<file path="src/include/usckg_pkg.sv">
// Shared types and constants for the serial transceiver clock generator.
// Assumes a single 50 MHz peripheral clock and a synchronous active-low reset.
package usckg_pkg;

    // Clock generation modes; async speed is chosen by double_speed_select.
    typedef enum logic [1:0] {
        USCKG_ASYNC,
        USCKG_SYNC_MASTER,
        USCKG_SYNC_SLAVE,
        USCKG_MASTER_SPI
    } usckg_mode_t;

    // Static configuration, driven by the host's control bits.
    typedef struct packed {
        usckg_mode_t mode;
        logic double_speed_select;
        logic [11:0] baud_period_setting;
        logic signed [3:0] baud_scale_exponent;
    } usckg_cfg_t;

    // Timing strobes handed to the transmitter and receiver.
    typedef struct packed {
        logic sample_tick;
        logic bit_tick;
        logic clk_rise;
        logic clk_fall;
    } usckg_tick_t;

    // Value the configuration register holds after reset.
    localparam usckg_cfg_t USCKG_CFG_RST = '{USCKG_ASYNC, 1'b0, 12'h000, 4'sh0};
    // Last oversample index at normal speed, 16 samples per bit.
    localparam logic [3:0] USCKG_LAST_NORMAL = 4'hF;
    // Last oversample index at double speed, 8 samples per bit.
    localparam logic [3:0] USCKG_LAST_DOUBLE = 4'h7;
    // Samples per bit reported to the receiver.
    localparam logic [4:0] USCKG_SPB_NORMAL = 5'h10;
    localparam logic [4:0] USCKG_SPB_DOUBLE = 5'h08;
    // Reset values of counters and strobes.
    localparam logic [11:0] USCKG_CNT_RST = 12'h000;
    localparam logic [6:0] USCKG_FRAC_RST = 7'h00;
    localparam logic [3:0] USCKG_SAMP_RST = 4'h0;
    localparam usckg_tick_t USCKG_TICK_RST = '{1'b0, 1'b0, 1'b0, 1'b0};

endpackage

</file>
<file path="src/rtl/usckg_pin_sync.sv">
// Two-stage synchroniser for the transfer clock pin.
// Assumes the pin is asynchronous to i_ref_clk; the first stage is read only by the second.
`timescale 1ns/100ps
module usckg_pin_sync (
    // Clock and reset.
    input wire logic i_ref_clk,
    input wire logic i_rst_b,
    // Raw pin and its synchronised level.
    input wire logic i_pin,
    output logic o_level
);

    // First stage, may go metastable, feeds only the second stage.
    logic meta_q;

    // Both stages reset low so no false edge is seen after reset.
    always_ff @(posedge i_ref_clk) begin
        if (!i_rst_b) begin
            meta_q <= 1'b0;
            o_level <= 1'b0;
        end else begin
            meta_q <= i_pin;
            o_level <= meta_q;
        end
    end

endmodule

</file>
<file path="src/rtl/usckg_clock_gen.sv">
// Clock generator of a serial transceiver: fractional baud generator and slave clock input.
// Assumes the configuration is static while a frame is on the line; a change restarts counts.
// Function
// - Five modes: async normal/double, sync master/slave, SPI.
// - Fractional generator clocks async, sync master, SPI.
// - Period setting is unsigned, 0 to 4095.
// - Scale exponent is signed, -7 to +7.
// - Normal async rate formulas, at most clock/16.
// - Double async uses divisor 8, at most clock/8.
// - Sync master and SPI: clock/(2(period+1)).
// - Sync slave takes bit clock from pin.
// - Pin sampled by clock; peer keeps it below clock/4.
// - SPI disables async logic, keeps buffers and generator.
// - Double speed receiver uses 8 samples per bit.
`timescale 1ns/100ps
module usckg_clock_gen (
    // Clock and reset.
    input wire logic i_ref_clk,
    input wire logic i_rst_b,
    // Configuration bits.
    input wire usckg_pkg::usckg_cfg_t i_cfg,
    // Transfer clock pin, three-signal form.
    input wire logic i_transfer_clock_pin,
    output logic o_transfer_clock_pin,
    output logic o_transfer_clock_pin_oe,
    // Timing strobes and mode status.
    output usckg_pkg::usckg_tick_t o_tick,
    output logic [4:0] o_samples_per_bit,
    output logic o_async_logic_en,
    output logic o_shift_logic_en
);
    import usckg_pkg::*;

    // Magnitude of a signed exponent; -8 is outside the legal range and folds to 0.
    function automatic logic [2:0] exp_mag(input logic signed [3:0] e);
        logic [3:0] n;
        n = 4'(-e);
        exp_mag = e[3] ? n[2:0] : e[2:0];
    endfunction

    // True for the two modes that drive the pin from the generator.
    function automatic logic is_sync_gen(input usckg_mode_t m);
        is_sync_gen = (m == USCKG_SYNC_MASTER) || (m == USCKG_MASTER_SPI);
    endfunction

    usckg_cfg_t cfg_q; // Configuration in use by the counters.
    logic cfg_chg; // A rewrite of any configuration bit.
    logic gen_run; // Internal generator active.
    logic sync_gen; // Half-period generation for sync master and SPI.
    logic [2:0] mag; // Effective exponent magnitude.
    logic neg; // Effective exponent is negative.
    logic [7:0] mask8; // 2^mag - 1, widened.
    logic [6:0] mask7; // 2^mag - 1.
    logic [11:0] shifted; // Integer part of period/2^mag for negative exponents, else the period itself.
    logic [11:0] reload; // Terminal count of the current base period.
    logic base_tick; // Base counter expiry.
    logic [7:0] frac_sum; // Fraction accumulator plus this period's fraction.
    logic frac_carry; // Accumulated fraction reached one cycle.
    logic sample_tick_d; // Generator output strobe.
    logic [3:0] last_samp; // Last oversample index for this speed.
    logic pin_level; // Synchronised pin level.
    logic pin_prev_q; // Previous synchronised level for edge detection.
    logic [11:0] cnt_q; // Base counter.
    logic [6:0] pre_q; // Power-of-two prescaler for positive exponents.
    logic [6:0] acc_q; // Fraction accumulator for negative exponents.
    logic extra_q; // Stretch the current base period by one cycle.
    logic [3:0] samp_q; // Oversample index within a bit.
    logic gen_clk_q; // Generated transfer clock level.
    usckg_tick_t tick_d; // Next value of the strobe outputs.

    // Pin synchroniser; only its second stage is visible here.
    usckg_pin_sync u_sync (
        .i_ref_clk(i_ref_clk),
        .i_rst_b(i_rst_b),
        .i_pin(i_transfer_clock_pin),
        .o_level(pin_level)
    );

    // Decode the effective division; sync modes ignore the exponent by design.
    always_comb begin
        cfg_chg = (i_cfg != cfg_q);
        gen_run = (cfg_q.mode != USCKG_SYNC_SLAVE);
        sync_gen = is_sync_gen(cfg_q.mode);
        mag = sync_gen ? 3'h0 : exp_mag(cfg_q.baud_scale_exponent);
        neg = !sync_gen && cfg_q.baud_scale_exponent[3];
        mask8 = (8'h01 << mag) - 8'h01;
        mask7 = mask8[6:0];
        shifted = neg ? (cfg_q.baud_period_setting >> mag) : cfg_q.baud_period_setting;
        reload = shifted + {11'h000, extra_q};
        base_tick = gen_run && (cnt_q == reload);
        frac_sum = {1'b0, acc_q} + {1'b0, cfg_q.baud_period_setting[6:0] & mask7};
        frac_carry = |(frac_sum >> mag);
        sample_tick_d = base_tick && (neg || (pre_q == mask7));
        last_samp = cfg_q.double_speed_select ? USCKG_LAST_DOUBLE : USCKG_LAST_NORMAL;
    end

    // Configuration is taken every cycle; a difference marks a rewrite.
    always_ff @(posedge i_ref_clk) begin
        if (!i_rst_b) begin
            cfg_q <= USCKG_CFG_RST;
        end else begin
            cfg_q <= i_cfg;
        end
    end

    // Base counter counts up to the reload value, restarting on any rewrite.
    always_ff @(posedge i_ref_clk) begin
        if (!i_rst_b || cfg_chg || !gen_run) begin
            cnt_q <= USCKG_CNT_RST;
        end else if (base_tick) begin
            cnt_q <= USCKG_CNT_RST;
        end else begin
            cnt_q <= cnt_q + 12'h001;
        end
    end

    // Fraction and prescale state; a negative exponent spreads the remainder
    // over periods, so single periods jitter by one cycle but the mean is exact.
    always_ff @(posedge i_ref_clk) begin
        if (!i_rst_b || cfg_chg || !gen_run) begin
            pre_q <= USCKG_FRAC_RST;
            acc_q <= USCKG_FRAC_RST;
            extra_q <= 1'b0;
        end else if (base_tick) begin
            pre_q <= (pre_q == mask7) ? USCKG_FRAC_RST : pre_q + 7'h01;
            acc_q <= frac_sum[6:0] & mask7;
            extra_q <= neg && frac_carry;
        end
    end

    // Oversample index and generated clock level.
    always_ff @(posedge i_ref_clk) begin
        if (!i_rst_b || cfg_chg) begin
            samp_q <= USCKG_SAMP_RST;
            gen_clk_q <= 1'b0;
        end else if (sample_tick_d) begin
            samp_q <= (samp_q == last_samp) ? USCKG_SAMP_RST : samp_q + 4'h1;
            gen_clk_q <= sync_gen ? !gen_clk_q : 1'b0;
        end
    end

    // Strobes: async bit at index wrap, sync master at falling half, slave at pin falling edges.
    always_comb begin
        tick_d = USCKG_TICK_RST;
        case (cfg_q.mode)
            USCKG_ASYNC: begin
                tick_d.sample_tick = sample_tick_d;
                tick_d.bit_tick = sample_tick_d && (samp_q == last_samp);
            end
            USCKG_SYNC_MASTER, USCKG_MASTER_SPI: begin
                tick_d.sample_tick = sample_tick_d;
                tick_d.bit_tick = sample_tick_d && gen_clk_q;
                tick_d.clk_rise = sample_tick_d && !gen_clk_q;
                tick_d.clk_fall = sample_tick_d && gen_clk_q;
            end
            USCKG_SYNC_SLAVE: begin
                tick_d.clk_rise = pin_level && !pin_prev_q;
                tick_d.clk_fall = !pin_level && pin_prev_q;
                tick_d.bit_tick = !pin_level && pin_prev_q;
            end
            default: begin
                tick_d = USCKG_TICK_RST;
            end
        endcase
    end

    // Registered strobes and the edge-detect history of the pin.
    always_ff @(posedge i_ref_clk) begin
        if (!i_rst_b) begin
            o_tick <= USCKG_TICK_RST;
            pin_prev_q <= 1'b0;
        end else begin
            o_tick <= tick_d;
            pin_prev_q <= pin_level;
        end
    end

    // Pin drive and mode status; SPI only drops the async-only logic.
    always_ff @(posedge i_ref_clk) begin
        if (!i_rst_b) begin
            o_transfer_clock_pin <= 1'b0;
            o_transfer_clock_pin_oe <= 1'b0;
            o_samples_per_bit <= USCKG_SPB_NORMAL;
            o_async_logic_en <= 1'b1;
            o_shift_logic_en <= 1'b1;
        end else begin
            o_transfer_clock_pin <= gen_clk_q;
            o_transfer_clock_pin_oe <= is_sync_gen(cfg_q.mode);
            o_samples_per_bit <= cfg_q.double_speed_select ? USCKG_SPB_DOUBLE
                                                           : USCKG_SPB_NORMAL;
            o_async_logic_en <= (cfg_q.mode == USCKG_ASYNC);
            o_shift_logic_en <= 1'b1;
        end
    end

    // Checking helpers: cycles since the last generator strobe.
    logic [19:0] gap_q;
    logic [19:0] pos_gap;
    always_ff @(posedge i_ref_clk) begin
        if (!i_rst_b || cfg_chg || sample_tick_d) begin
            gap_q <= 20'h00000;
        end else begin
            gap_q <= gap_q + 20'h00001;
        end
    end
    assign pos_gap = (({8'h00, cfg_q.baud_period_setting} + 20'h00001) << mag) - 20'h00001;
endmodule

</file>
<file path="config.mk">
export PLATFORM = sky130hd
export DESIGN_NAME = usckg_clock_gen
export DESIGN_NICKNAME = d
export VERILOG_FILES = /design/src/include/usckg_pkg.sv /design/src/rtl/usckg_pin_sync.sv /design/src/rtl/usckg_clock_gen.sv
export SDC_FILE = /design/constraint.sdc
export NUM_CORES = 1
export LEC_CHECK = 0
export ABC_AREA = 1
export BUFFER_PORTS_ARGS = -buffer_cell sky130_fd_sc_hd__buf_2
export CORE_ASPECT_RATIO = 1.2
export CORE_MARGIN = 1.5
export CORE_UTILIZATION = 55
export CTS_BUF_LIST = sky130_fd_sc_hd__clkbuf_8
export CTS_CLUSTER_DIAMETER = 120
export DETAILED_ROUTE_END_ITERATION = 10
export GPL_TIMING_DRIVEN = 0
export PLACE_DENSITY = 0.81
export SYNTH_ARGS = -nofsm -noshare
export SYNTH_HDL_FRONTEND = slang
export SYNTH_HIERARCHICAL = 1
export SYNTH_SLANG_ARGS = --single-unit
</file>
<file path="constraint.sdc">
create_clock -name i_ref_clk -period 4.3 [get_ports i_ref_clk]
set_clock_uncertainty 0.2 [all_clocks]
set_input_delay 0.645 -clock i_ref_clk [delete_from_list [all_inputs] [get_ports i_ref_clk]]
set_output_delay 0.645 -clock i_ref_clk [all_outputs]
set_load 0.02 [all_outputs]
</file>
==> parameters.txt <==
Parameter                              Value

Outcome
  Status    completed

Global routing
  Vias in the first global route    4,084
  M2 GR Usage    0.468
  First-pass GRT wire length    17,800 um
  Met1 usage    0.293
  GRT Total Usage    0.261
  Overflow after GRT    0
  Antenna violations before repair    0
  Maximum number of pins on one net before global-route repair    13
  Gr busiest metal    met2
  GR met3 Demand/Resource    0.0377

Critical path
  R2r endpoint    acc_q[1]
  Worst path required time    4330 ps
  Worst setup EP type    flop
  Slack of the worst reg-to-reg path    approximately 250 ps
  Startpoint of the worst-slack reg-to-reg timing path    cfg_q[0]
  Maximum fanout along the worst path    10
  Worst Setup Path Type    reg -> reg
  Worst Reg2Reg Path Length in Cells    24
  Startpoint types    flop
  Critical path data arrival time    4080 ps

STA
  Fin crit share    0.941
  Maximum clock frequency    about 250 MHz
  Fin crit period    4050 ps
  Number of slew-limit violations in the final report    0
  Endpoints failing hold    0
  Endpoints failing setup    0
  Total Negative Setup Slacks    0 ps

Synthesis
  Count of mapped cells out of synthesis    674
  Number of warnings printed during yosys synthesis    6
  Dominant synthesized flop cell    sky130_fd_sc_hd__dfxtp_1
  Post-synthesis instance area    4360 um^2
  Average cell area after synthesis    6.47 um^2
  Number of storage elements in the synthesis netlist    63
  Fraction of synthesis flops using an asynchronous set or reset pin    0
  EDFF count, synth    0
  Number of distinct standard cells referenced by the synthesized netlist    42
  Share of the yosys chip area belonging to registers    0.289

CTS
  CTS sink count    between 60 and 70
  TritonCTS buffer count    9
  Clk buf depth    2
  Count of H-tree levels built during CTS    3
  TritonCTS clock tree    yes
  Clock latency on the worst-skew pair    340 ps
  Register clock-pin slew on the reported worst setup and hold paths    80 ps
  Clock root buffer    sky130_fd_sc_hd__clkbuf_8

Finish
  Growth of design area from synthesis to finish    11.4%
  Register Area    1260 um^2
  Antenna cell count    0
  Most common cell after layout, fill and taps aside    sky130_fd_sc_hd__nand2_1
  Commonest cells after routing, fill and taps aside    sky130_fd_sc_hd__nand2_1 (200), sky130_fd_sc_hd__inv_1 (100), sky130_fd_sc_hd__dfxtp_1 (62), sky130_fd_sc_hd__nand3_1 (52), sky130_fd_sc_hd__nor2_1 (50)
  Final cell count without fillers    818
  Share of post-route cells with drive strength above 1    0.157
  Filler Cell Count    ~700
  Net total in the final layout    between 700 and 800
  Area of combinational cells with multiple inputs    ~2600 um^2

Min path
  Destination of the worst hold path    u_sync/o_level
  Hold Path Origin    u_sync/meta_q
  Worst hold path depth    2
  Path category of the worst min-delay check    reg -> reg

Die
  Die Footprint    8480 um^2
  Width of the die    84.3 um
  Initial core utilization    0.569
  Area inside the core boundary    between 7000 and 8000 um^2
  Row Count    35
  Number of primary I/O pins    35
  Y dimension of the die    101 um

Power
  Power density of the placed cells    around 280 nW/um^2
  Total power of the final layout    1.34 mW
  Leakage power    2.48 nW
  Worst IR Drop VDD    0.249 mV

Routing
  Vias after detailed routing    approximately 4,300
  Total length of routed wires    10,800 um
  Residual DRC count    0
  Avg Vias per Cell    5.31
  Number of antenna-violating nets in the routed design    0
  Post-detailed-route wirelength per cell    13.2 um
  DRC violation total after the first TritonRoute iteration    213
  TritonRoute pass-1 iters    5

Place
  Global placement routability congestion    approximately 0.94
  Placed wire-length estimate    8360 um
  IO Port Bufs    30
  DP Cell Count    ~800

Flow run
  Max_cap viols    0
worst max-delay path by stage:
stage | cells past startpoint | start | endpoint | slack (ps)
5_1_grt | 29 | cfg_q[0] | pre_q[4] | -30
6_report | 24 | cfg_q[0] | acc_q[1] | 250
3_5_place_dp | 24 | cfg_q[0] | cnt_q[4] | -60
4_1_cts | 25 | cfg_q[0] | cnt_q[4] | 70
3_3_place_gp | 24 | cfg_q[0] | cnt_q[9] | 20
2_1_floorplan | 26 | cfg_q[0] | pre_q[4] | 650
report_power, final:
| part | leakage (nW) | internal (mW) | total, mW | switching, mW |
|---|---|---|---|---|
| Sequential | 0.515 | 0.595 | 0.605 | 0.00935 |
| Clock | 0.0947 | 0.210 | 0.459 | 0.249 |
| Combinational | 1.87 | 0.0939 | 0.278 | 0.184 |
| Total | 2.48 | 0.899 | 1.34 | 0.443 |
per-layer routing:
| layer | part of all wire | vias to the layer above |
|---|---|---|
| met3 | 0.049 | 30 |
| met5 | 0 | - |
| met2 | 0.49 | 155 |
| li1 | - | 2221 |
| met4 | 0.033 | 0 |
| met1 | 0.43 | 1939 |
synthesized netlist by cell type (5+ instances only):
| cell | count | area [um^2] |
|---|---|---|
| sky130_fd_sc_hd__nand2_1 | 201 | 754 |
| sky130_fd_sc_hd__inv_1 | 99 | 372 |
| sky130_fd_sc_hd__dfxtp_1 | 63 | 1260 |
| sky130_fd_sc_hd__nor2_1 | 53 | 199 |
| sky130_fd_sc_hd__nand3_1 | 52 | 260 |
| sky130_fd_sc_hd__a21oi_1 | 23 | 115 |
| sky130_fd_sc_hd__xor2_1 | 23 | 201 |
| sky130_fd_sc_hd__o21ai_0 | 18 | 90.1 |
| sky130_fd_sc_hd__ha_1 | 14 | 175 |
| sky130_fd_sc_hd__nand2_2 | 12 | 75.1 |
| sky130_fd_sc_hd__o21ai_1 | 11 | 55.1 |
| sky130_fd_sc_hd__nand4_1 | 10 | 62.6 |
| sky130_fd_sc_hd__inv_2 | 9 | 33.8 |
| sky130_fd_sc_hd__nor3_1 | 9 | 45.0 |
| sky130_fd_sc_hd__nor2_4 | 8 | 90.1 |
| sky130_fd_sc_hd__buf_4 | 7 | 52.6 |
| sky130_fd_sc_hd__a22o_1 | 5 | 43.8 |
| sky130_fd_sc_hd__nor2_2 | 5 | 31.3 |
flip-flops by register name, indices dropped and copies added (netlist names):
signal	flops
o_samples_per_bit	2
pre_q	7
acc_q	7
o_transfer_clock_pin_oe	1
o_async_logic_en	1
o_transfer_clock_pin	1
u_sync/o_level	1
u_sync/meta_q	1
pin_prev_q	1
extra_q	1
cfg_q	19
samp_q	4
cnt_q	12
gen_clk_q	1
o_tick	4
kinds of logic (layout without fill, tap and decap cells):
group                    count (synthesis)  after routing  synth area share
AO/OA/AOI/OAI                           69             69            0.0906
AND/OR/NAND/NOR                        372            372             0.398
buffers and inverters                  126            176             0.121
other                                    2              4           0.00172
XOR/XNOR                                27             27            0.0542
adder cells (fa/ha/maj)                 15             15            0.0448
flip-flops                              63             63             0.289
per-stage QoR:
stage / cell area (um^2) / setup WS, ps / hold slack [ps] / util
after global placement: 4630 / 15.6 / 206 / 0.605
after floorplan: 4370 / 652 / 186 / -
after CTS: 4810 / 66.4 / 219 / 0.628
after detailed placement: 4630 / -56.4 / 209 / 0.605
final: 4860 / 255 / 221 / 0.634
after global routing: 4860 / -29.5 / 248 / 0.634
repair_timing:
| item | in CTS | in global routing |
|---|---|---|
| setup buffers | 0 | 3 |
| resized for setup | 2 | 11 |
| setup endpoints to repair | 18 | 33 |
| cloned | 0 | 1 |
| pin swaps | 0 | 3 |
| hold buffers | 0 | 0 |
cell type report:
class                      instances  share of cell area
clock inverter                     7              0.0100
tap                               92              0.0237
inverter                         111              0.0870
clock buffer                       9              0.0255
multi-input combinational        487               0.534
sequential                        63               0.260
timing repair buffer              34              0.0366
buffer                            15              0.0232
critical path: stages, from the launching register on:
cell	delay [ps]
sky130_fd_sc_hd__dfxtp_4	390
sky130_fd_sc_hd__inv_2	70
sky130_fd_sc_hd__ha_1	190
sky130_fd_sc_hd__inv_1	90
sky130_fd_sc_hd__nand3_1	100
sky130_fd_sc_hd__nand3_1	200
sky130_fd_sc_hd__clkbuf_4	250
sky130_fd_sc_hd__nand3_1	110
sky130_fd_sc_hd__o211ai_1	170
sky130_fd_sc_hd__a21oi_1	90
sky130_fd_sc_hd__ha_1	220
sky130_fd_sc_hd__ha_1	300
sky130_fd_sc_hd__nand2_1	70
sky130_fd_sc_hd__o21ai_0	100
sky130_fd_sc_hd__nor3_1	240
sky130_fd_sc_hd__nand2_1	80
sky130_fd_sc_hd__nor2_1	90
sky130_fd_sc_hd__nand2_1	60
sky130_fd_sc_hd__nor2_1	90
sky130_fd_sc_hd__nand2_1	100
sky130_fd_sc_hd__nor2_4	160
sky130_fd_sc_hd__nand2_4	120
sky130_fd_sc_hd__nand2_4	130
sky130_fd_sc_hd__inv_2	100
sky130_fd_sc_hd__a22o_1	190
(Power assumes the default switching activity.)
